<file path="config.mk">
export PLATFORM = sky130hd
export DESIGN_NAME = sbs_ctl_flat
export DESIGN_NICKNAME = d
export VERILOG_FILES = /design/src/hw/sbs_pkg.sv /design/src/hw/sbs_if.sv /design/src/hw/sbs_ctl.sv /design/src/flat_wrapper.sv
export VERILOG_INCLUDE_DIRS = /design/src /design/src/hw
export SDC_FILE = /design/constraint.sdc
export NUM_CORES = 1
export LEC_CHECK = 0
export BUFFER_PORTS_ARGS = -buffer_cell sky130_fd_sc_hd__buf_2
export CAP_MARGIN = 20
export CORE_ASPECT_RATIO = 0.6
export CORE_MARGIN = 2
export CORE_UTILIZATION = 60
export CTS_CLUSTER_DIAMETER = 30
export CTS_CLUSTER_SIZE = 12
export DETAILED_ROUTE_END_ITERATION = 8
export PLACE_DENSITY = 0.94
export REMOVE_ABC_BUFFERS = 1
export SETUP_SLACK_MARGIN = 0.4
export SYNTH_ARGS = -nofsm -noshare
export SYNTH_HDL_FRONTEND = slang
export SYNTH_SLANG_ARGS = --single-unit
</file>
<file path="constraint.sdc">
create_clock -name clock -period 4.4 [get_ports clock]
set_input_delay 0.66 -clock clock [delete_from_list [all_inputs] [get_ports clock]]
set_output_delay 0.66 -clock clock [all_outputs]
set_load 0.05 [all_outputs]
</file>
<file path="src/hw/sbs_cfg.svh">
// constants for the sync burst sram core and its controller
`ifndef SBS_CFG_SVH
`define SBS_CFG_SVH
`define SBS_ADDR_W 10
`define SBS_LANES 4
`define SBS_LANE_W 8
`define SBS_BEAT_W 2
`define SBS_CTRL_AW 5
`define SBS_OFS_CTRL 5'h00
`define SBS_OFS_ADDR 5'h04
`define SBS_OFS_WDATA 5'h08
`define SBS_OFS_STATUS 5'h0C
`define SBS_OFS_RDATA 5'h10
`define SBS_CTRL_GO 0
`define SBS_CTRL_WRITE 1
`define SBS_CTRL_BURST 2
`define SBS_CTRL_LANES_LSB 4
`define SBS_CTRL_MODE_LSB 8
`define SBS_RD_LAT_PIPE 4'h3
`define SBS_RD_LAT_FLOW 4'h2
`endif

</file>
<file path="src/hw/sbs_pkg.sv">
// types shared by both ends of the sync burst sram link
`default_nettype none
`include "sbs_cfg.svh"
package sbs_pkg;
  typedef logic [`SBS_ADDR_W-1:0] sbs_addr_t;
  typedef logic [`SBS_LANES*`SBS_LANE_W-1:0] sbs_data_t;
  typedef logic [`SBS_LANES-1:0] sbs_lane_t;
  typedef enum logic [2:0] {
    SBS_IDLE = 3'h1,
    SBS_BUSY = 3'h2,
    SBS_WAIT = 3'h4
  } sbs_state_e;
endpackage
`default_nettype wire

</file>
<file path="src/hw/sbs_if.sv">
// memory-side pin bundle between controller and burst sram core
`timescale 1ns/100ps
`default_nettype none
interface sbs_if;
  import sbs_pkg::*;
  sbs_addr_t addr;
  logic chip_select_first_low_n;
  logic chip_select_high;
  logic chip_select_third_low_n;
  logic processor_addr_strobe_n;
  logic controller_addr_strobe_n;
  logic burst_step_n;
  logic all_lanes_write_n;
  logic lane_write_gate_n;
  sbs_lane_t lane_write_select_n;
  logic out_enable_n;
  logic sleep_request;
  logic linear_order_select_n;
  logic flowthrough_select_n;
  logic single_deselect_select;
  logic odd_parity_select;
  sbs_data_t ctl_dq_out;
  logic ctl_dq_oe_n;
  sbs_data_t mem_dq_out;
  logic mem_dq_oe_n;
  sbs_lane_t parity_error;
  // resolved shared data bus; a released bus shows the inverse of the core's mem_dq_out output data
  sbs_data_t dq;
  assign dq = !ctl_dq_oe_n ? ctl_dq_out : !mem_dq_oe_n ? mem_dq_out : ~mem_dq_out;
  modport ctl (
    output addr, chip_select_first_low_n, chip_select_high, chip_select_third_low_n,
    output processor_addr_strobe_n, controller_addr_strobe_n, burst_step_n,
    output all_lanes_write_n, lane_write_gate_n, lane_write_select_n,
    output out_enable_n, sleep_request, linear_order_select_n,
    output flowthrough_select_n, single_deselect_select, odd_parity_select,
    output ctl_dq_out, ctl_dq_oe_n,
    input mem_dq_out, mem_dq_oe_n, parity_error, dq
  );
  modport mem (
    input addr, chip_select_first_low_n, chip_select_high, chip_select_third_low_n,
    input processor_addr_strobe_n, controller_addr_strobe_n, burst_step_n,
    input all_lanes_write_n, lane_write_gate_n, lane_write_select_n,
    input out_enable_n, sleep_request, linear_order_select_n,
    input flowthrough_select_n, single_deselect_select, odd_parity_select,
    input ctl_dq_out, ctl_dq_oe_n,
    output mem_dq_out, mem_dq_oe_n, parity_error
  );
endinterface
`default_nettype wire

</file>
<file path="src/hw/sbs_ctl.sv">
// controller end: axi4-lite registers drive single sram reads and writes
`timescale 1ns/100ps
`default_nettype none
`include "sbs_cfg.svh"
module sbs_ctl (
  // clock and reset
  input wire logic clock,
  input wire logic resetn,
  // axi4-lite slave
  input wire logic [`SBS_CTRL_AW-1:0] s_axi_awaddr,
  input wire logic s_axi_awvalid,
  output logic s_axi_awready,
  input wire logic [31:0] s_axi_wdata,
  input wire logic [3:0] s_axi_wstrb,
  input wire logic s_axi_wvalid,
  output logic s_axi_wready,
  output logic [1:0] s_axi_bresp,
  output logic s_axi_bvalid,
  input wire logic s_axi_bready,
  input wire logic [`SBS_CTRL_AW-1:0] s_axi_araddr,
  input wire logic s_axi_arvalid,
  output logic s_axi_arready,
  output logic [31:0] s_axi_rdata,
  output logic [1:0] s_axi_rresp,
  output logic s_axi_rvalid,
  input wire logic s_axi_rready,
  // memory pins
  sbs_if.ctl pins
);
  import sbs_pkg::*;
  logic [31:0] ctrl_q;
  logic [31:0] addr_q;
  logic [31:0] wdata_q;
  logic [31:0] rdata_q;
  logic [3:0] perr_q;
  sbs_state_e state_q;
  logic [3:0] cnt_q;
  logic aw_q;
  logic w_q;
  logic [`SBS_CTRL_AW-1:0] awa_q;
  logic [31:0] wd_q;
  // write channel capture in either order
  assign s_axi_awready = !aw_q && !s_axi_bvalid;
  assign s_axi_wready = !w_q && !s_axi_bvalid;
  wire aw_have = aw_q || s_axi_awvalid;
  wire w_have = w_q || s_axi_wvalid;
  wire wr_fire = aw_have && w_have && !s_axi_bvalid;
  wire [`SBS_CTRL_AW-1:0] wa = aw_q ? awa_q : s_axi_awaddr;
  wire [31:0] wd = w_q ? wd_q : s_axi_wdata;
  wire go = wr_fire && wa == `SBS_OFS_CTRL && wd[`SBS_CTRL_GO] && state_q == SBS_IDLE;
  wire wr_ok = wa == `SBS_OFS_CTRL || wa == `SBS_OFS_ADDR || wa == `SBS_OFS_WDATA;
  // write channel registers
  always_ff @(posedge clock or negedge resetn) begin
    if (!resetn) begin
      aw_q <= 1'b0;
      w_q <= 1'b0;
      awa_q <= '0;
      wd_q <= '0;
      s_axi_bvalid <= 1'b0;
      s_axi_bresp <= 2'h0;
    end else begin
      if (s_axi_awvalid && s_axi_awready) awa_q <= s_axi_awaddr;
      if (s_axi_wvalid && s_axi_wready) wd_q <= s_axi_wdata;
      aw_q <= wr_fire ? 1'b0 : aw_have;
      w_q <= wr_fire ? 1'b0 : w_have;
      if (wr_fire) begin
        s_axi_bvalid <= 1'b1;
        s_axi_bresp <= wr_ok ? 2'h0 : 2'h2;
      end else if (s_axi_bready) begin
        s_axi_bvalid <= 1'b0;
      end
    end
  end
  // register stores
  always_ff @(posedge clock or negedge resetn) begin
    if (!resetn) begin
      ctrl_q <= 32'h0000_0000;
      addr_q <= 32'h0000_0000;
      wdata_q <= 32'h0000_0000;
    end else if (wr_fire) begin
      if (wa == `SBS_OFS_CTRL) ctrl_q <= {wd[31:1], 1'b0};
      if (wa == `SBS_OFS_ADDR) addr_q <= wd;
      if (wa == `SBS_OFS_WDATA) wdata_q <= wd;
    end
  end
  // read channel
  wire busy = state_q != SBS_IDLE;
  wire [31:0] status = {24'h0, perr_q, 3'h0, busy};
  wire [31:0] rsel = s_axi_araddr == `SBS_OFS_CTRL ? ctrl_q :
    s_axi_araddr == `SBS_OFS_ADDR ? addr_q :
    s_axi_araddr == `SBS_OFS_WDATA ? wdata_q :
    s_axi_araddr == `SBS_OFS_STATUS ? status :
    s_axi_araddr == `SBS_OFS_RDATA ? rdata_q : 32'h0;
  wire rd_ok = s_axi_araddr <= `SBS_OFS_RDATA && s_axi_araddr[1:0] == 2'h0;
  assign s_axi_arready = !s_axi_rvalid;
  always_ff @(posedge clock or negedge resetn) begin
    if (!resetn) begin
      s_axi_rvalid <= 1'b0;
      s_axi_rdata <= 32'h0;
      s_axi_rresp <= 2'h0;
    end else if (s_axi_arvalid && s_axi_arready) begin
      s_axi_rvalid <= 1'b1;
      s_axi_rdata <= rd_ok ? rsel : 32'h0;
      s_axi_rresp <= rd_ok ? 2'h0 : 2'h2;
    end else if (s_axi_rready) begin
      s_axi_rvalid <= 1'b0;
    end
  end
  // one access: strobe cycle, then for a read only, wait for read data
  wire is_wr = ctrl_q[`SBS_CTRL_WRITE];
  wire [3:0] lat = ctrl_q[`SBS_CTRL_MODE_LSB+1] ? `SBS_RD_LAT_FLOW : `SBS_RD_LAT_PIPE;
  always_ff @(posedge clock or negedge resetn) begin
    if (!resetn) begin
      state_q <= SBS_IDLE;
      cnt_q <= 4'h0;
      rdata_q <= 32'h0;
      perr_q <= 4'h0;
    end else begin
      case (state_q)
        SBS_IDLE: begin
          if (go) begin
            state_q <= SBS_BUSY;
            cnt_q <= 4'h0;
          end
        end
        SBS_BUSY: begin
          state_q <= is_wr ? SBS_IDLE : SBS_WAIT;
          cnt_q <= 4'h2; // edges since the strobe cycle, as seen at the next edge
        end
        SBS_WAIT: begin
          cnt_q <= cnt_q + 4'h1;
          if (cnt_q == lat) begin
            rdata_q <= pins.dq;
            perr_q <= pins.parity_error;
            state_q <= SBS_IDLE;
          end
        end
        default: state_q <= SBS_IDLE;
      endcase
    end
  end
  // pin drive: strobe only in busy cycle, strobe and write controls active-low
  wire strobe = state_q == SBS_BUSY;
  assign pins.addr = addr_q[`SBS_ADDR_W-1:0];
  assign pins.chip_select_first_low_n = 1'b0;
  assign pins.chip_select_high = 1'b1;
  assign pins.chip_select_third_low_n = 1'b0;
  assign pins.processor_addr_strobe_n = 1'b1;
  assign pins.controller_addr_strobe_n = !strobe;
  assign pins.burst_step_n = 1'b1;
  assign pins.all_lanes_write_n = !(strobe && is_wr && ctrl_q[`SBS_CTRL_BURST]);
  assign pins.lane_write_gate_n = !(strobe && is_wr);
  assign pins.lane_write_select_n = ~ctrl_q[`SBS_CTRL_LANES_LSB +: 4];
  assign pins.out_enable_n = is_wr;
  assign pins.sleep_request = ctrl_q[`SBS_CTRL_MODE_LSB+4];
  assign pins.linear_order_select_n = !ctrl_q[`SBS_CTRL_MODE_LSB];
  assign pins.flowthrough_select_n = !ctrl_q[`SBS_CTRL_MODE_LSB+1];
  assign pins.single_deselect_select = !ctrl_q[`SBS_CTRL_MODE_LSB+2];
  assign pins.odd_parity_select = ctrl_q[`SBS_CTRL_MODE_LSB+3];
  assign pins.ctl_dq_out = wdata_q;
  assign pins.ctl_dq_oe_n = !(strobe && is_wr);
endmodule
`default_nettype wire

</file>
<file path="src/flat_wrapper.sv">
// flat-port wrapper written by rule: the top's interface ports become plain ports
module sbs_ctl_flat import sbs_pkg::*;
  (clock, resetn, s_axi_awaddr, s_axi_awvalid, s_axi_awready, s_axi_wdata, s_axi_wstrb, s_axi_wvalid, s_axi_wready, s_axi_bresp, s_axi_bvalid, s_axi_bready, s_axi_araddr, s_axi_arvalid, s_axi_arready, s_axi_rdata, s_axi_rresp, s_axi_rvalid, s_axi_rready, pins_addr, pins_chip_select_first_low_n, pins_chip_select_high, pins_chip_select_third_low_n, pins_processor_addr_strobe_n, pins_controller_addr_strobe_n, pins_burst_step_n, pins_all_lanes_write_n, pins_lane_write_gate_n, pins_lane_write_select_n, pins_out_enable_n, pins_sleep_request, pins_linear_order_select_n, pins_flowthrough_select_n, pins_single_deselect_select, pins_odd_parity_select, pins_ctl_dq_out, pins_ctl_dq_oe_n, pins_mem_dq_out, pins_mem_dq_oe_n, pins_parity_error);
  sbs_if pins_i ();
  input wire logic clock;
  input wire logic resetn;
  input wire logic [`SBS_CTRL_AW-1:0] s_axi_awaddr;
  input wire logic s_axi_awvalid;
  output logic s_axi_awready;
  input wire logic [31:0] s_axi_wdata;
  input wire logic [3:0] s_axi_wstrb;
  input wire logic s_axi_wvalid;
  output logic s_axi_wready;
  output logic [1:0] s_axi_bresp;
  output logic s_axi_bvalid;
  input wire logic s_axi_bready;
  input wire logic [`SBS_CTRL_AW-1:0] s_axi_araddr;
  input wire logic s_axi_arvalid;
  output logic s_axi_arready;
  output logic [31:0] s_axi_rdata;
  output logic [1:0] s_axi_rresp;
  output logic s_axi_rvalid;
  input wire logic s_axi_rready;
  output wire logic [$bits(pins_i.addr)-1:0] pins_addr;
  output wire logic [$bits(pins_i.chip_select_first_low_n)-1:0] pins_chip_select_first_low_n;
  output wire logic [$bits(pins_i.chip_select_high)-1:0] pins_chip_select_high;
  output wire logic [$bits(pins_i.chip_select_third_low_n)-1:0] pins_chip_select_third_low_n;
  output wire logic [$bits(pins_i.processor_addr_strobe_n)-1:0] pins_processor_addr_strobe_n;
  output wire logic [$bits(pins_i.controller_addr_strobe_n)-1:0] pins_controller_addr_strobe_n;
  output wire logic [$bits(pins_i.burst_step_n)-1:0] pins_burst_step_n;
  output wire logic [$bits(pins_i.all_lanes_write_n)-1:0] pins_all_lanes_write_n;
  output wire logic [$bits(pins_i.lane_write_gate_n)-1:0] pins_lane_write_gate_n;
  output wire logic [$bits(pins_i.lane_write_select_n)-1:0] pins_lane_write_select_n;
  output wire logic [$bits(pins_i.out_enable_n)-1:0] pins_out_enable_n;
  output wire logic [$bits(pins_i.sleep_request)-1:0] pins_sleep_request;
  output wire logic [$bits(pins_i.linear_order_select_n)-1:0] pins_linear_order_select_n;
  output wire logic [$bits(pins_i.flowthrough_select_n)-1:0] pins_flowthrough_select_n;
  output wire logic [$bits(pins_i.single_deselect_select)-1:0] pins_single_deselect_select;
  output wire logic [$bits(pins_i.odd_parity_select)-1:0] pins_odd_parity_select;
  output wire logic [$bits(pins_i.ctl_dq_out)-1:0] pins_ctl_dq_out;
  output wire logic [$bits(pins_i.ctl_dq_oe_n)-1:0] pins_ctl_dq_oe_n;
  input wire logic [$bits(pins_i.mem_dq_out)-1:0] pins_mem_dq_out;
  input wire logic [$bits(pins_i.mem_dq_oe_n)-1:0] pins_mem_dq_oe_n;
  input wire logic [$bits(pins_i.parity_error)-1:0] pins_parity_error;
  assign pins_addr = pins_i.addr;
  assign pins_chip_select_first_low_n = pins_i.chip_select_first_low_n;
  assign pins_chip_select_high = pins_i.chip_select_high;
  assign pins_chip_select_third_low_n = pins_i.chip_select_third_low_n;
  assign pins_processor_addr_strobe_n = pins_i.processor_addr_strobe_n;
  assign pins_controller_addr_strobe_n = pins_i.controller_addr_strobe_n;
  assign pins_burst_step_n = pins_i.burst_step_n;
  assign pins_all_lanes_write_n = pins_i.all_lanes_write_n;
  assign pins_lane_write_gate_n = pins_i.lane_write_gate_n;
  assign pins_lane_write_select_n = pins_i.lane_write_select_n;
  assign pins_out_enable_n = pins_i.out_enable_n;
  assign pins_sleep_request = pins_i.sleep_request;
  assign pins_linear_order_select_n = pins_i.linear_order_select_n;
  assign pins_flowthrough_select_n = pins_i.flowthrough_select_n;
  assign pins_single_deselect_select = pins_i.single_deselect_select;
  assign pins_odd_parity_select = pins_i.odd_parity_select;
  assign pins_ctl_dq_out = pins_i.ctl_dq_out;
  assign pins_ctl_dq_oe_n = pins_i.ctl_dq_oe_n;
  assign pins_i.mem_dq_out = pins_mem_dq_out;
  assign pins_i.mem_dq_oe_n = pins_mem_dq_oe_n;
  assign pins_i.parity_error = pins_parity_error;
  sbs_ctl u_core (.clock(clock), .resetn(resetn), .s_axi_awaddr(s_axi_awaddr), .s_axi_awvalid(s_axi_awvalid), .s_axi_awready(s_axi_awready), .s_axi_wdata(s_axi_wdata), .s_axi_wstrb(s_axi_wstrb), .s_axi_wvalid(s_axi_wvalid), .s_axi_wready(s_axi_wready), .s_axi_bresp(s_axi_bresp), .s_axi_bvalid(s_axi_bvalid), .s_axi_bready(s_axi_bready), .s_axi_araddr(s_axi_araddr), .s_axi_arvalid(s_axi_arvalid), .s_axi_arready(s_axi_arready), .s_axi_rdata(s_axi_rdata), .s_axi_rresp(s_axi_rresp), .s_axi_rvalid(s_axi_rvalid), .s_axi_rready(s_axi_rready), .pins(pins_i));
endmodule
</file>
# Word level (Yosys, flattened, before mapping)
# Cells that the tools add are included.
[totals] in_bits=90 register_bits=215
[op_classes] n_mux=25 n_bitwise=2 magnitude_cmp=1 add_sub_neg=1 n_eq_ne=13 n_reduce_logical=39
[ops] cell="32-bit 2-to-1 mux" n=9
[ops] cell="32-bit NOT" n=1
[ops] cell="5-bit by 4-bit == test with 1-bit output (second input constant)" n=3
[ops] cell="1-bit logical AND" n=13
[ops] cell="4-bit case mux with 3 select lines" n=1
[ops] cell="2-bit AND reduction" n=6
[ops] cell="5-bit by 3-bit == test with 1-bit output (second input constant)" n=2
[ops] cell="1-bit zero test" n=10
[ops] cell="5-bit zero test" n=2
[ops] cell="3-bit 2-to-1 mux" n=3
[ops] cell="3-bit case mux with 3 select lines" n=1
[ops] cell="1-bit 2-to-1 mux" n=7
[ops] cell="5-bit == test (second input constant)" n=1
[ops] cell="5-bit <= comparator (second input constant)" n=1
[ops] cell="5-bit 2-to-1 mux" n=1
[ops] cell="4-bit by 1-bit adder with 4-bit output (second input constant)" n=1
[ops] cell="4-bit == test" n=1
[ops] cell="1-bit logical OR" n=4
[ops] cell="2-bit 2-to-1 mux" n=2
[ops] cell="4-bit 2-to-1 mux" n=1
[ops] cell="2-bit by 1-bit != test with 1-bit output (second input constant)" n=2
[ops] cell="4-bit NOT" n=1
[ops] cell="2-bit nonzero test" n=2
[ops] cell="3-bit by 1-bit == test with 1-bit output (second input constant)" n=1
[ops] cell="5 further kinds" n=5

# Logic depth before layout (Yosys ltp)
# Gate-level depths: netlist (run 1).
[logic_depth] depth_word=8 depth_mapped=7 depth_no_buf=5

# Least setup slack after synthesis (run 1)
# Ideal clock, no wire load.
[synth_timing] kind="flip-flop to output port" from="reg u_core.ctrl_q[1]" to="out pins_lane_write_gate_n" slack_ps=1818 path_stages_with_launch=6 arrival_time_ps=1922 path_buffers=3 cell_sequence="dfrtp_1 -> nor4bb_1 -> buf_2 -> buf_2 -> inv_1 -> buf_4"
[synth_via] elab_chain_cells=2
[synth_rtl] item="start, declared" line_no="sbs_ctl.sv:31" rtl="logic [31:0] ctrl_q;"
[synth_rtl] item="start signal, assigned" line_no="sbs_ctl.sv:81" rtl="if (wa == `SBS_OFS_CTRL) ctrl_q <= {wd[31:1], 1'b0};"
[synth_rtl] item="1-bit logical AND"
[synth_rtl] item="1-bit zero test"
[synth_rtl] item="end, declared" line_no="flat_wrapper.sv:32" rtl="output wire logic [$bits(pins_i.lane_write_gate_n)-1:0] pins_lane_write_gate_n;"
# No other way between the ends.

# Final worst setup path (run 1)
[layout_timing] from="reg u_core.state_q[2]" to="out pins_all_lanes_write_n"
[layout_via] elab_chain_cells=4
[layout_rtl] item="start, declared" line_no="sbs_ctl.sv:36" rtl="sbs_state_e state_q;"
[layout_rtl] item="start signal, assigned" line_no="sbs_ctl.sv:127" rtl="state_q <= is_wr ? SBS_IDLE : SBS_WAIT;"
[layout_rtl] item="3-bit by 2-bit == test with 1-bit output" line_no="sbs_ctl.sv:143" rtl="wire strobe = state_q == SBS_BUSY;"
[layout_rtl] item="1-bit logical AND (2 in a row)" line_no="sbs_ctl.sv:151" rtl="assign pins.all_lanes_write_n = !(strobe && is_wr && ctrl_q[`SBS_CTRL_BURST]);"
[layout_rtl] item="1-bit zero test" line_no="sbs_ctl.sv:151"
[layout_rtl] item="end, declared" line_no="flat_wrapper.sv:31" rtl="output wire logic [$bits(pins_i.all_lanes_write_n)-1:0] pins_all_lanes_write_n;"
# No other way between the ends.

==> reports/qor.csv, run 1 <==
stage,metric,value,unit
status,outcome,completed,
placed_design,place_ws,1.44,ns
logic_synthesis,synth-edff-count,0,
clock_network,ctsRootBufferMaster,sky130_fd_sc_hd__clkbuf_16,
clock_network,postCtsHoldBufs,0,
logic_synthesis,synth-warning-count,0,
clock_network,cts_tree,yes,
power_and_ir_drop,post-layout-total-power,0.00803,W
logic_synthesis,post_synth_instance_area,10300,µm²
floorplan,die_w,173,µm
worst_setup_path,worst_r2r_startpoint,u_core.aw_q,
worst_setup_path,critPathCapture,pins_all_lanes_write_n,
grt,number_of_global_route_vias_before_repair,8193,
floorplan,std_cell_rows,37,
worst_setup_path,r2r_setup_slack,1.44,ns
run,maxCapViolations,0,
cells_and_area,final_net_count,1177,
logic_synthesis,async_flop_share,100,%
sta,finalMaxSlewViolations,0,
floorplan,fp.dieH,105,µm
worst_setup_path,cp_data_required_time,3.74,ns
logic_synthesis,synth_top_flop_cell,sky130_fd_sc_hd__dfrtp_1,
sta,clock-skew-final,0.0171,ns
clock_network,worst_skew_pair.late_latency,0.49,ns
drt,drc,0,
drt,wl_per_cell,20.8,µm
clock_network,cts_post_setup_buffers_inserted,0,
sta,final_critical_path_setup_slack,1.15,ns
floorplan,core_area,16900,µm²
placed_design,gpl.final_weighted_congestion,0.888,
worst_setup_path,cell_chain_of_the_critical_path,nor4bb_4 -> buf_4 -> nand2_1 -> buf_2,
worst_setup_path,critical-path-top-delay-family,simple AND/OR/NAND/NOR gates,
drt,detailed_routing_iterations_pass_1,6,
grt,grt_remaining_overflow,0,
logic_synthesis,netlist_instances,930,
sta,max_slew_margin,28.6,%
placed_design,place.detailed.hpwl,17100,µm
clock_network,cts_buffer_depth,3,
grt,grt_first_pass_wirelength,44200,µm
power_and_ir_drop,power.density_cell_area,651,nW/µm²
clock_network,post_cts_resized,0,
logic_synthesis,postSynthRegisterBits,213,
drt,postRouteWirelength,28000,µm
sta,post-route-period-util,74.0,%
worst_hold_path,timing.hold.worst.class,input pin to async pin,
grt,maximum_number_of_pins_on_one_net_before_global_route_repair,132,
sta,finalSetupTns,0,ns
worst_setup_path,reg2regPathDepth,5,
worst_setup_path,critical-path-slowest-cell,sky130_fd_sc_hd__nor4bb_4,
floorplan,die_area,18300,µm²
cells_and_area,final.fill_count,1192,
logic_synthesis,netlist-cell-type-count,59,
worst_setup_path,path_depth,4,
worst_setup_path,crit_fanout,15,
cells_and_area,syn_to_final_growth,19.9,%
drt,drt.antenna.violating_nets,0,
sta,final-setup-viol-count,0,
sta,timing.final.crit_period,3.25,ns
logic_synthesis,synth.largest_area_cell,sky130_fd_sc_hd__dfrtp_1,
sta,achievable-frequency,0.307,GHz
worst_setup_path,timing.rr.end,u_core.addr_q[20],
floorplan,io_pins,192,
placed_design,place.port_buffers,180,
logic_synthesis,post_synth.cell_area_avg,11.1,µm²
power_and_ir_drop,p_leak,5.82,nW
worst_setup_path,max_stage_delay,0.92,ns
power_and_ir_drop,worst_vdd_ir,400,µV
clock_network,tritoncts_sinks,213,
drt,drt-initial-drc-count,741,
worst_setup_path,path_buf_inv,2,
worst_setup_path,timing.setup.critical_path_class,flop to output port,
logic_synthesis,netlist.area_leader.share,51.5,%
cells_and_area,num_antenna_cells,0,
drt,route.vias.total,8018,
logic_synthesis,largest_cells_by_area_after_synthesis,"sky130_fd_sc_hd__dfrtp_1 52%, sky130_fd_sc_hd__mux2_2 18%, sky130_fd_sc_hd__a21oi_1 3.3%",
clock_network,cts.reportedPaths.clkPinSlew,0.06,ns
grt,antenna_found_initial,2,
sta,hold_viol_final,0,
worst_setup_path,critPathArrivalTime,2.59,ns
worst_setup_path,critical_path.startpoint_type,flop,
logic_synthesis,synth_seq_area_share,51.8,%
cells_and_area,drive_above_1_share,38.8,%
cells_and_area,layout.core_utilization,72.8,%
worst_setup_path,crit_start,u_core.state_q[2],
sta,setup_repair_after_global_routing_missed_its_margin,false,
worst_setup_path,worst_setup_path_end_kind,output port,
sta,worstMarginPinSlew,1.07,ns
grt,grt_util_all_layers,31.0,%
clock_network,cts-htree-levels,2,
clock_network,cts_inserted_buffers,34,
drt,post_drt_via_cell_ratio,5.96,
floorplan,initial_utilization,60.8,%
-- per-layer routing --
layer	global-route usage [%]	wire, µm
met4	9.38	493
met5	0	22
met1	43.1	11900
met2	49.2	13000
met3	6.82	2560
-- Yosys cell counts (5+ instances only) --
| cell type | n |
|---|---|
| sky130_fd_sc_hd__a21oi_1 | 68 |
| sky130_fd_sc_hd__a221oi_1 | 26 |
| sky130_fd_sc_hd__a22oi_1 | 5 |
| sky130_fd_sc_hd__a32oi_1 | 5 |
| sky130_fd_sc_hd__buf_2 | 26 |
| sky130_fd_sc_hd__buf_4 | 23 |
| sky130_fd_sc_hd__buf_6 | 5 |
| sky130_fd_sc_hd__clkbuf_1 | 26 |
| sky130_fd_sc_hd__dfrtp_1 | 212 |
| sky130_fd_sc_hd__inv_1 | 42 |
| sky130_fd_sc_hd__mux2_1 | 5 |
| sky130_fd_sc_hd__mux2_2 | 162 |
| sky130_fd_sc_hd__nand2_1 | 74 |
| sky130_fd_sc_hd__nand2b_1 | 7 |
| sky130_fd_sc_hd__nor2_1 | 75 |
| sky130_fd_sc_hd__o21ai_0 | 41 |
| sky130_fd_sc_hd__o31ai_1 | 26 |
| sky130_fd_sc_hd__xnor2_1 | 32 |
-- power breakdown --
group	total [W]	switching, W	internal [W]	leakage [nW]
logic	0.00257	0.00163	0.000942	2.69
registers	0.00295	0.000437	0.00251	2.61
clock network	0.00251	0.000956	0.00155	0.519
total	0.00803	0.00302	0.00500	5.82
-- flip-flops by register name, summed over array words and instances (netlist names), 4 cells and up --
name / count
u_core.s_axi_rdata: 32
u_core.pins.ctl_dq_out: 32
u_core.awa_q: 5
u_core.rdata_q: 32
u_core.wd_q: 32
u_core.cnt_q: 4
u_core.addr_q: 32
u_core.perr_q: 4
u_core.ctrl_q: 31
-- placed cells by master (no fill, tap or decap), types with 4 or more instances in the layout --
cell	instances
sky130_fd_sc_hd__clkbuf_8	5
sky130_fd_sc_hd__nand3_1	4
sky130_fd_sc_hd__mux2_2	162
sky130_fd_sc_hd__a21oi_1	68
sky130_fd_sc_hd__nor2_1	75
sky130_fd_sc_hd__clkbuf_1	8
sky130_fd_sc_hd__o311ai_0	4
sky130_fd_sc_hd__inv_6	6
sky130_fd_sc_hd__nand2_1	74
sky130_fd_sc_hd__nor3_4	4
sky130_fd_sc_hd__clkbuf_16	35
sky130_fd_sc_hd__a22oi_1	5
sky130_fd_sc_hd__buf_4	14
sky130_fd_sc_hd__a32oi_1	5
sky130_fd_sc_hd__dfrtp_1	211
sky130_fd_sc_hd__buf_2	179
sky130_fd_sc_hd__o21ai_0	41
sky130_fd_sc_hd__mux2_1	5
sky130_fd_sc_hd__inv_1	42
sky130_fd_sc_hd__conb_1	7
sky130_fd_sc_hd__a32o_1	4
sky130_fd_sc_hd__a221oi_1	26
sky130_fd_sc_hd__xnor2_1	32
sky130_fd_sc_hd__nand2b_1	6
sky130_fd_sc_hd__o31ai_1	26
-- metrics by stage --
stage	hold slack, ns	instance area (µm²)	std cells
finish	0.0411	12300	1345
global route	0.0347	12300	1345
CTS	0.361	12300	1343
detailed placement	0.460	11200	1282
global placement	0.456	11200	1282
floorplan	0.364	9850	853
-- cell families (layout without fill, tap and decap cells) --
group                    Yosys count  count (layout)  share of synthesized area, %
adder cells (fa/ha/maj)            1               1                         0.122
buffers and inverters            124             300                          6.04
AND/OR/NAND/NOR                  193             193                          8.56
AO/OA/AOI/OAI                    196             196                          12.2
multiplexers                     168             168                          18.4
XOR/XNOR                          33              33                          2.81
other                              2               7                        0.0730
flip-flops                       213             213                          51.8
-- how the worst min path moves through the flow --
stage | to | slack [ns] | from | depth (start not counted)
6_report | u_core.wd_q[19] | 0.04 | resetn | 1
5_1_grt | u_core.wd_q[19] | 0.03 | resetn | 1
4_1_cts | u_core.s_axi_rvalid | 0.36 | s_axi_rready | 2
3_5_place_dp | u_core.s_axi_rdata[15] | 0.46 | u_core.s_axi_rdata[15] | 2
3_3_place_gp | u_core.s_axi_rdata[15] | 0.46 | u_core.s_axi_rdata[15] | 2
2_1_floorplan | u_core.addr_q[0] | 0.36 | resetn | 0
-- layout make-up --
cell class | count | area (µm²) | share of cell area [%]
Multi-Input combinational cell | 598 | 4400 | 35.6
Sequential cell | 213 | 5330 | 43.2
Clock buffer | 47 | 961 | 7.79
Clock inverter | 14 | 114 | 0.923
Timing Repair Buffer | 197 | 1080 | 8.77
Tap cell | 234 | 293 | 2.37
Inverter | 42 | 158 | 1.28
-- worst reg2reg max path: stages (launching register included) --
cell	delay, ns
sky130_fd_sc_hd__dfrtp_1	0.63
sky130_fd_sc_hd__mux2i_1	0.37
sky130_fd_sc_hd__nand3b_2	0.23
sky130_fd_sc_hd__nor3_4	0.76
sky130_fd_sc_hd__buf_4	0.46
sky130_fd_sc_hd__mux2_2	0.40
Power figures use the tool's default switching activity.
==> inputs of run 2 (changes only) <==
--- a/config.mk
+++ b/config.mk
@@ -10,11 +10,11 @@
 export CAP_MARGIN = 20
 export CORE_ASPECT_RATIO = 0.6
 export CORE_MARGIN = 2
-export CORE_UTILIZATION = 60
+export CORE_UTILIZATION = 51
 export CTS_CLUSTER_DIAMETER = 30
 export CTS_CLUSTER_SIZE = 12
 export DETAILED_ROUTE_END_ITERATION = 8
-export PLACE_DENSITY = 0.94
+export PLACE_DENSITY = 0.86
 export REMOVE_ABC_BUFFERS = 1
 export SETUP_SLACK_MARGIN = 0.4
 export SYNTH_ARGS = -nofsm -noshare
==> constraint.sdc (replaced) <==
create_clock -name clock -period 2.85 [get_ports clock]
set_input_delay 0.4275 -clock clock [delete_from_list [all_inputs] [get_ports clock]]
set_output_delay 0.4275 -clock clock [all_outputs]
set_load 0.05 [all_outputs]
==> run 2 against run 1 <==
Design area increased by 1.4%. Hold slack improved by 0.051 ns. Flip-flop and latch count unchanged. Clock power increased by 52%. Die area increased by 17%. Via count decreased by 1.4%. Highest routed layer is now met4. Critical path type unchanged. Sequential power increased by 54%. First-iteration DRC count decreased by 22%. Non-clock buffer count increased by 10.
==> reports/qor.csv, run 2 (synthesis gave the netlist of run 1 again) <==
stage,metric,value,unit,change
cells_and_area,layout.cells.most_common_list,"210 x sky130_fd_sc_hd__dfrtp_1, 179 x sky130_fd_sc_hd__buf_2, 162 x sky130_fd_sc_hd__mux2_2, 75 x sky130_fd_sc_hd__nor2_1, 74 x sky130_fd_sc_hd__nand2_1",,"was 211 x sky130_fd_sc_hd__dfrtp_1, 179 x sky130_fd_sc_hd__buf_2, 162 x sky130_fd_sc_hd__mux2_2, 75 x sky130_fd_sc_hd__nor2_1, 74 x sky130_fd_sc_hd__nand2_1"
sta,hold_viol_final,0,,unchanged
worst_hold_path,timing.hold.worst.class,input pin to flop,,was input pin to async pin
run,maxCapViolations,0,,unchanged
cells_and_area,layout.core_utilization,62.8,%,was 72.8%
drt,detailed_routing_iterations_pass_1,5,,was 6
clock_network,ctsRootBufferMaster,sky130_fd_sc_hd__clkbuf_16,,unchanged
drt,route.vias.total,7902,,was 8018
cells_and_area,syn_to_final_growth,21.5,%,was 19.9%
power_and_ir_drop,p_leak,5.88,nW,was 5.82 nW
grt,grt_remaining_overflow,0,,unchanged
clock_network,cts_inserted_buffers,31,,was 34
grt,number_of_global_route_vias_before_repair,8010,,was 8193
placed_design,dpl-instance-area,11400,µm²,was 11200 µm²
power_and_ir_drop,power.density_cell_area,985,nW/µm²,was 651 nW/µm²
power_and_ir_drop,worst_vdd_ir,625,µV,was 400 µV
drt,wl_per_cell,20.2,µm,was 20.8 µm
drt,postRouteWirelength,28100,µm,was 28000 µm
sta,timing.final.crit_period,2.31,ns,
grt,maximum_number_of_pins_on_one_net_before_global_route_repair,69,,was 132
cells_and_area,final_net_count,1184,,was 1177
cells_and_area,drive_above_1_share,39.6,%,was 38.8%
placed_design,place.port_buffers,180,,unchanged
placed_design,place.detailed.hpwl,17900,µm,was 17100 µm
sta,final-setup-viol-count,0,,unchanged
cells_and_area,final_design_area_no_fill,12500,µm²,was 12300 µm²
grt,grt_util_all_layers,26.8,%,was 31.0%
drt,drc,0,,unchanged
clock_network,cts.reportedPaths.clkPinSlew,0.06,ns,about the same
drt,post_drt_via_cell_ratio,5.68,,was 5.96
sta,setup_repair_after_global_routing_missed_its_margin,false,,unchanged
sta,max_slew_margin,43.2,%,was 28.6%
worst_setup_path,cp_data_required_time,2.42,ns,was 3.74 ns
clock_network,cts-htree-levels,1,,was 2
clock_network,cts_buffer_depth,3,,unchanged
floorplan,die_w,187,µm,was 173 µm
cells_and_area,most_common_library_cell_in_the_layout_ignoring_fill_and_taps,sky130_fd_sc_hd__dfrtp_1,,unchanged
floorplan,initial_utilization,51.7,%,was 60.8%
sta,finalMaxSlewViolations,0,,unchanged
placed_design,place_ws,0.402,ns,was 1.44 ns
clock_network,tritoncts_sinks,213,,unchanged
sta,finalSetupTns,0,ns,unchanged
sta,clock-skew-final,0.0171,ns,about the same
worst_setup_path,timing.setup.critical_path_class,flop to output port,,unchanged
drt,drt.antenna.violating_nets,0,,unchanged
floorplan,std_cell_rows,40,,was 37
drt,drt-initial-drc-count,580,,was 741
floorplan,fp.dieH,114,µm,was 105 µm
sta,worstMarginPinSlew,0.851,ns,was 1.07 ns
worst_setup_path,crit_fanout,12,,was 15
sta,post-route-period-util,81.2,%,
worst_setup_path,critPathArrivalTime,1.89,ns,was 2.59 ns
cells_and_area,final.fill_count,1631,,was 1192
grt,grt_first_pass_wirelength,44400,µm,was 44200 µm
worst_setup_path,worst_setup_path_end_kind,output port,,unchanged
clock_network,cts_tree,yes,,unchanged
grt,antenna_found_initial,1,,was 2
status,outcome,completed,,unchanged
placed_design,gpl.final_weighted_congestion,0.819,,was 0.888
floorplan,core_area,19900,µm²,was 16900 µm²
sta,final_critical_path_setup_slack,0.536,ns,was 1.15 ns
clock_network,worst_skew_pair.late_latency,0.55,ns,was 0.49 ns
worst_setup_path,critical_path.startpoint_type,flop,,unchanged
sta,achievable-frequency,0.432,GHz,
floorplan,io_pins,192,,unchanged
floorplan,die_area,21400,µm²,was 18300 µm²
-- run 2: changes by cell type in the layout (fill, tap and decap cells not counted), sizes merged --
cell,delta
buf,+9
bufinv,+2
clkbuf,-9
clkinv,+3
clkinvlp,-1
diode,+1
dlygate4sd3,+1
inv,+2
-- run 2: worst max-delay path, stage by stage, from the launching register on --
cell and delay, ns:
sky130_fd_sc_hd__dfrtp_2 0.50, sky130_fd_sc_hd__nor4bb_4 0.30, sky130_fd_sc_hd__buf_4 0.23, sky130_fd_sc_hd__nand2_1 0.09
sky130_fd_sc_hd__buf_2 0.22
-- run 2: cell type report --
type / count / area [µm²] / share of cell area (%)
clock inverter: 20 / 215 / 1.72
tap: 273 / 342 / 2.73
clock buffer: 38 / 842 / 6.73
multi-input combinational: 598 / 4400 / 35.2
sequential: 213 / 5330 / 42.7
inverter: 42 / 158 / 1.26
antenna: 1 / 2.50 / 0.0200
timing repair buffer: 207 / 1210 / 9.71
-- run 2: where the power goes --
group,total (W),switching (W),internal [W],leakage (nW)
clock network,0.00382,0.00149,0.00233,0.517
logic,0.00396,0.00248,0.00148,2.76
registers,0.00454,0.000662,0.00388,2.60
-- run 2: worst paths after layout --
kind	start	endpoint	slack, ns	cells past startpoint
worst max register to register	u_core.aw_q	u_core.addr_q[10]	0.62	5
max in group asynchronous	resetn	u_core.wd_q[6]	1.70	3
worst max-delay path	u_core.state_q[2]	pins_all_lanes_write_n	0.54	4
worst min register to register	u_core.s_axi_rdata[20]	u_core.s_axi_rdata[20]	0.48	2
worst min-delay path	s_axi_rready	u_core.s_axi_rvalid	0.09	2
min in group asynchronous	resetn	u_core.wd_q[9]	0.41	2
-- run 2: timing repair --
item / in CTS / in global routing
pin swaps: 1 / 0
hold buffers: 1 / 0
endpoints found under the setup margin: 3 / 1
resized for setup: 0 / 1
endpoints found under the hold margin: 50 / 0
buffers inserted: 2 / 0
-- run 2: routing by layer --
metal | wire (µm) | global-route usage (%) | vias up
met5 | 0 | 0 | -
met2 | 13000 | 43.1 | 325
met4 | 385 | 6.61 | 0
met1 | 12700 | 37.7 | 3948
met3 | 2080 | 5.54 | 41
li1 | - | - | 3588
-- run 2: per-stage QoR --
stage	power, W	cells	hold WS [ns]
after floorplan	0.00729	853	0.132
after global placement	0.00832	1330	0.422
after detailed placement	0.00850	1330	0.423
after CTS	0.0124	1391	0.0829
after global routing	0.0129	1391	0.0949
final	0.0123	1392	0.0918
==> inputs of run 3 (changes only) <==
--- a/config.mk
+++ b/config.mk
@@ -6,15 +6,16 @@
 export SDC_FILE = /design/constraint.sdc
 export NUM_CORES = 1
 export LEC_CHECK = 0
+export ABC_AREA = 1
 export BUFFER_PORTS_ARGS = -buffer_cell sky130_fd_sc_hd__buf_2
 export CAP_MARGIN = 20
 export CORE_ASPECT_RATIO = 0.6
 export CORE_MARGIN = 2
-export CORE_UTILIZATION = 51
+export CORE_UTILIZATION = 56
 export CTS_CLUSTER_DIAMETER = 30
 export CTS_CLUSTER_SIZE = 12
 export DETAILED_ROUTE_END_ITERATION = 8
-export PLACE_DENSITY = 0.86
+export PLACE_DENSITY = 0.89
 export REMOVE_ABC_BUFFERS = 1
 export SETUP_SLACK_MARGIN = 0.4
 export SYNTH_ARGS = -nofsm -noshare
==> constraint.sdc (replaced) <==
create_clock -name clock -period 2.2 [get_ports clock]
set_input_delay 0.33 -clock clock [delete_from_list [all_inputs] [get_ports clock]]
set_output_delay 0.33 -clock clock [all_outputs]
set_load 0.05 [all_outputs]
==> run 3 against run 2 <==
Synthesized cell count is 31% higher. Sequential power is 35% higher. Register-to-register slack worse by 0.29 ns. Non-clock buffer count is 39 higher. Clock skew is 0.0093 ns higher. Routed wire length is 26% higher. Synthesized area is 0.17% higher. Global-route usage is 7.0 points higher. Critical path type unchanged.
==> reports/qor.csv, run 3 <==
stage,metric,value,unit,change
logic_synthesis,synthMostInstantiatedCell,sky130_fd_sc_hd__nand2_1,,was sky130_fd_sc_hd__dfrtp_1
cells_and_area,most_common_library_cell_in_the_layout_ignoring_fill_and_taps,sky130_fd_sc_hd__nand2_1,,was sky130_fd_sc_hd__dfrtp_1
clock_network,cts.reportedPaths.clkPinSlew,0.06,ns,about the same
power_and_ir_drop,worst_vdd_ir,715,µV,was 625 µV
worst_setup_path,r2r_setup_slack,0.33,ns,was 0.62 ns
worst_hold_path,hold_path_startpoint,pins_parity_error[3],,was s_axi_rready
power_and_ir_drop,p_leak,6.86,nW,was 5.88 nW
drt,route.vias.total,9899,,was 7902
grt,number_of_global_route_vias_before_repair,9267,,was 8010
sta,setup_repair_after_global_routing_missed_its_margin,true,,was false
sta,max_slew_margin,41.4,%,was 43.2%
sta,timing.final.crit_period,2.06,ns,
logic_synthesis,async_flop_share,100,%,unchanged
clock_network,cts_buffer_depth,3,,unchanged
worst_setup_path,timing.rr.end,u_core.cnt_q[2],,was u_core.addr_q[10]
worst_hold_path,timing.hold.worst.class,input pin to flop,,unchanged
cells_and_area,final-instance-count-excl-fill,1683,,was 1392
sta,achievable-frequency,0.487,GHz,
grt,grt_remaining_overflow,0,,unchanged
worst_setup_path,critical_path.startpoint_type,flop,,unchanged
grt,maximum_number_of_pins_on_one_net_before_global_route_repair,69,,unchanged
sta,holdWs,0.00925,ns,was 0.0918 ns
clock_network,cts_tree,yes,,unchanged
grt,antenna_found_initial,1,,unchanged
grt,grt_first_pass_wirelength,50300,µm,was 44400 µm
grt,grt_util_all_layers,33.8,%,was 26.8%
power_and_ir_drop,post-layout-total-power,0.0182,W,was 0.0123 W
logic_synthesis,post_synth_instance_area,10300,µm²,about the same
worst_hold_path,hold-path-cell-count,3,,was 2
status,outcome,completed,,unchanged
worst_setup_path,worst_r2r_startpoint,u_core.state_q[0],,was u_core.aw_q
floorplan,die_area,19500,µm²,was 21400 µm²
logic_synthesis,synth_top_flop_cell,sky130_fd_sc_hd__dfrtp_1,,unchanged
placed_design,dpl-instance-area,11400,µm²,about the same
cells_and_area,syn_to_final_growth,27.8,%,was 21.5%
worst_setup_path,crit_fanout,4,,was 12
cells_and_area,final.fill_count,1220,,was 1631
logic_synthesis,synth_seq_area_share,51.7,%,was 51.8%
run,maxCapViolations,0,,unchanged
power_and_ir_drop,power.density_cell_area,1380,nW/µm²,was 985 nW/µm²
placed_design,total_placed_cells_including_tap_cells,1587,,was 1330
logic_synthesis,netlist.area_leader.share,51.5,%,about the same
worst_setup_path,cp_data_required_time,1.87,ns,was 2.42 ns
logic_synthesis,netlist_instances,1216,,was 930
cells_and_area,final_design_area_no_fill,13200,µm²,was 12500 µm²
sta,worstMarginPinSlew,0.879,ns,was 0.851 ns
placed_design,place.port_buffers,180,,unchanged
drt,post_drt_via_cell_ratio,5.88,,was 5.68
worst_setup_path,timing.setup.critical_path_class,flop to output port,,unchanged
clock_network,cts-htree-levels,1,,unchanged
drt,detailed_routing_iterations_pass_1,5,,unchanged
logic_synthesis,netlist-cell-type-count,36,,was 59
drt,postRouteWirelength,35400,µm,was 28100 µm
worst_hold_path,hold_endpoint,u_core.perr_q[3],,was u_core.s_axi_rvalid
clock_network,cts_inserted_buffers,31,,unchanged
cells_and_area,layout.core_utilization,73.0,%,was 62.8%
sta,clock-skew-final,0.0265,ns,was 0.0171 ns
clock_network,tritoncts_sinks,213,,unchanged
sta,hold_viol_final,0,,unchanged
floorplan,die_w,179,µm,was 187 µm
clock_network,worst_skew_pair.late_latency,0.56,ns,was 0.55 ns
drt,wl_per_cell,21.0,µm,was 20.2 µm
placed_design,place.detailed.hpwl,18400,µm,was 17900 µm
sta,final-setup-viol-count,0,,unchanged
sta,finalMaxSlewViolations,0,,unchanged
logic_synthesis,synth-edff-count,0,,unchanged
logic_synthesis,postSynthRegisterBits,213,,unchanged
floorplan,io_pins,192,,unchanged
sta,post-route-period-util,93.4,%,
floorplan,core_area,18100,µm²,was 19900 µm²
logic_synthesis,netlist_top_cells_count,"286 x sky130_fd_sc_hd__nand2_1, 212 x sky130_fd_sc_hd__dfrtp_1, 198 x sky130_fd_sc_hd__o21ai_0, 180 x sky130_fd_sc_hd__inv_1, 57 x sky130_fd_sc_hd__o21ai_2",,"was 212 x sky130_fd_sc_hd__dfrtp_1, 162 x sky130_fd_sc_hd__mux2_2, 75 x sky130_fd_sc_hd__nor2_1, 74 x sky130_fd_sc_hd__nand2_1, 68 x sky130_fd_sc_hd__a21oi_1"
worst_setup_path,critPathArrivalTime,1.73,ns,was 1.89 ns
logic_synthesis,synth.largest_area_cell,sky130_fd_sc_hd__dfrtp_1,,unchanged
drt,drt.antenna.violating_nets,0,,unchanged
placed_design,gpl.final_weighted_congestion,0.859,,was 0.819
logic_synthesis,post_synth.cell_area_avg,8.48,µm²,was 11.1 µm²
cells_and_area,final_net_count,1508,,was 1184
floorplan,std_cell_rows,38,,was 40
logic_synthesis,synth-warning-count,0,,unchanged
worst_setup_path,worst_setup_path_end_kind,output port,,unchanged
floorplan,initial_utilization,57.1,%,was 51.7%
drt,drc,0,,unchanged
worst_setup_path,reg2regPathDepth,6,,was 5
floorplan,fp.dieH,109,µm,was 114 µm
cells_and_area,layout.cells.most_common_list,"278 x sky130_fd_sc_hd__nand2_1, 208 x sky130_fd_sc_hd__dfrtp_1, 198 x sky130_fd_sc_hd__o21ai_0, 177 x sky130_fd_sc_hd__inv_1, 173 x sky130_fd_sc_hd__buf_2",,"was 210 x sky130_fd_sc_hd__dfrtp_1, 179 x sky130_fd_sc_hd__buf_2, 162 x sky130_fd_sc_hd__mux2_2, 75 x sky130_fd_sc_hd__nor2_1, 74 x sky130_fd_sc_hd__nand2_1"
drt,drt-initial-drc-count,1263,,was 580
clock_network,ctsRootBufferMaster,sky130_fd_sc_hd__clkbuf_16,,unchanged
logic_synthesis,largest_cells_by_area_after_synthesis,"sky130_fd_sc_hd__dfrtp_1 51%, sky130_fd_sc_hd__nand2_1 10%, sky130_fd_sc_hd__o21ai_0 9.6%",,"was sky130_fd_sc_hd__dfrtp_1 52%, sky130_fd_sc_hd__mux2_2 18%, sky130_fd_sc_hd__a21oi_1 3.3%"
cells_and_area,drive_above_1_share,27.7,%,was 39.6%
-- run 3: changes by cell type in the layout (fill, tap and decap cells not counted), sizes merged, moves of 23 or more --
cell	delta
inv	+137
mux2	-167
xor2	+33
o31ai	-25
o21ai	+248
nand2	+216
a221oi	-26
a21oi	-32
o22ai	+23
buf	+30
nor2	-49
xnor2	-31
-- run 3: critical path: stages (launching register included) --
cell	delay [ns]
sky130_fd_sc_hd__dfrtp_1	0.40
sky130_fd_sc_hd__inv_2	0.10
sky130_fd_sc_hd__nand3_4	0.08
sky130_fd_sc_hd__nor2_4	0.28
sky130_fd_sc_hd__nand2_2	0.13
sky130_fd_sc_hd__buf_6	0.17
-- run 3: cells by family (layout without fill, tap and decap cells) --
group	after synthesis	count (layout)	share of synthesized area, %
fa+ha+maj	1	1	0.121
buf+inv	269	490	11.6
simple gates	337	337	13.5
other cells	2	8	0.0728
compound gates	359	359	20.0
flops	213	213	51.7
xor+xnor	35	35	2.97
-- run 3: report_power, final --
group | total (W) | leakage (nW) | switching, W | internal, W
Clock | 0.00496 | 0.505 | 0.00189 | 0.00306
Combinational | 0.00708 | 3.93 | 0.00505 | 0.00203
Sequential | 0.00612 | 2.42 | 0.000812 | 0.00530
Total | 0.0182 | 6.86 | 0.00776 | 0.0104
-- run 3: cell type report --
class	count	area, µm²	area share, %
diodes	1	2.50	0.0190
clock buffers	44	895	6.79
clock inverters	14	143	1.08
inverters	186	711	5.39
multi-input cells	739	3930	29.8
flip-flops and latches	213	5340	40.5
well taps	240	300	2.28
repair buffers	246	1870	14.2
-- run 3: worst max-delay path by stage --
stage / start / end / depth (start not counted)
detailed placement: s_axi_araddr[1] / u_core.s_axi_rdata[30] / 8
global placement: s_axi_araddr[1] / u_core.s_axi_rdata[30] / 8
global route: u_core.state_q[2] / pins_all_lanes_write_n / 5
CTS: u_core.state_q[2] / pins_all_lanes_write_n / 5
finish: u_core.state_q[2] / pins_all_lanes_write_n / 5
floorplan: u_core.w_q / u_core.ctrl_q[10] / 7
-- run 3: per-layer routing --
layer,GRT usage (%),vias to the layer above,routed length [µm]
li1,-,4251,-
met1,47.1,4720,13800
met2,52.0,768,15200
met3,8.19,158,4870
met4,11.9,2,1590
met5,0,-,14
-- run 3: through the flow --
stage | setup TNS (ns) | setup slack (ns)
after floorplan | -151.37 | -1.50
after global placement | 0 | 0.295
after detailed placement | 0 | 0.232
after CTS | 0 | 0.178
after global routing | 0 | 0.121
final | 0 | 0.145
-- run 3: repair_timing --
| action | CTS | global route |
|---|---|---|
| hold buffers | 4 | 0 |
| buffers inserted | 10 | 10 |
| hold endpoints to repair | 65 | 0 |
| resized for setup | 35 | 31 |
| gates cloned | 6 | 7 |
| endpoints found under the setup margin | 63 | 128 |
| pin swaps | 3 | 10 |
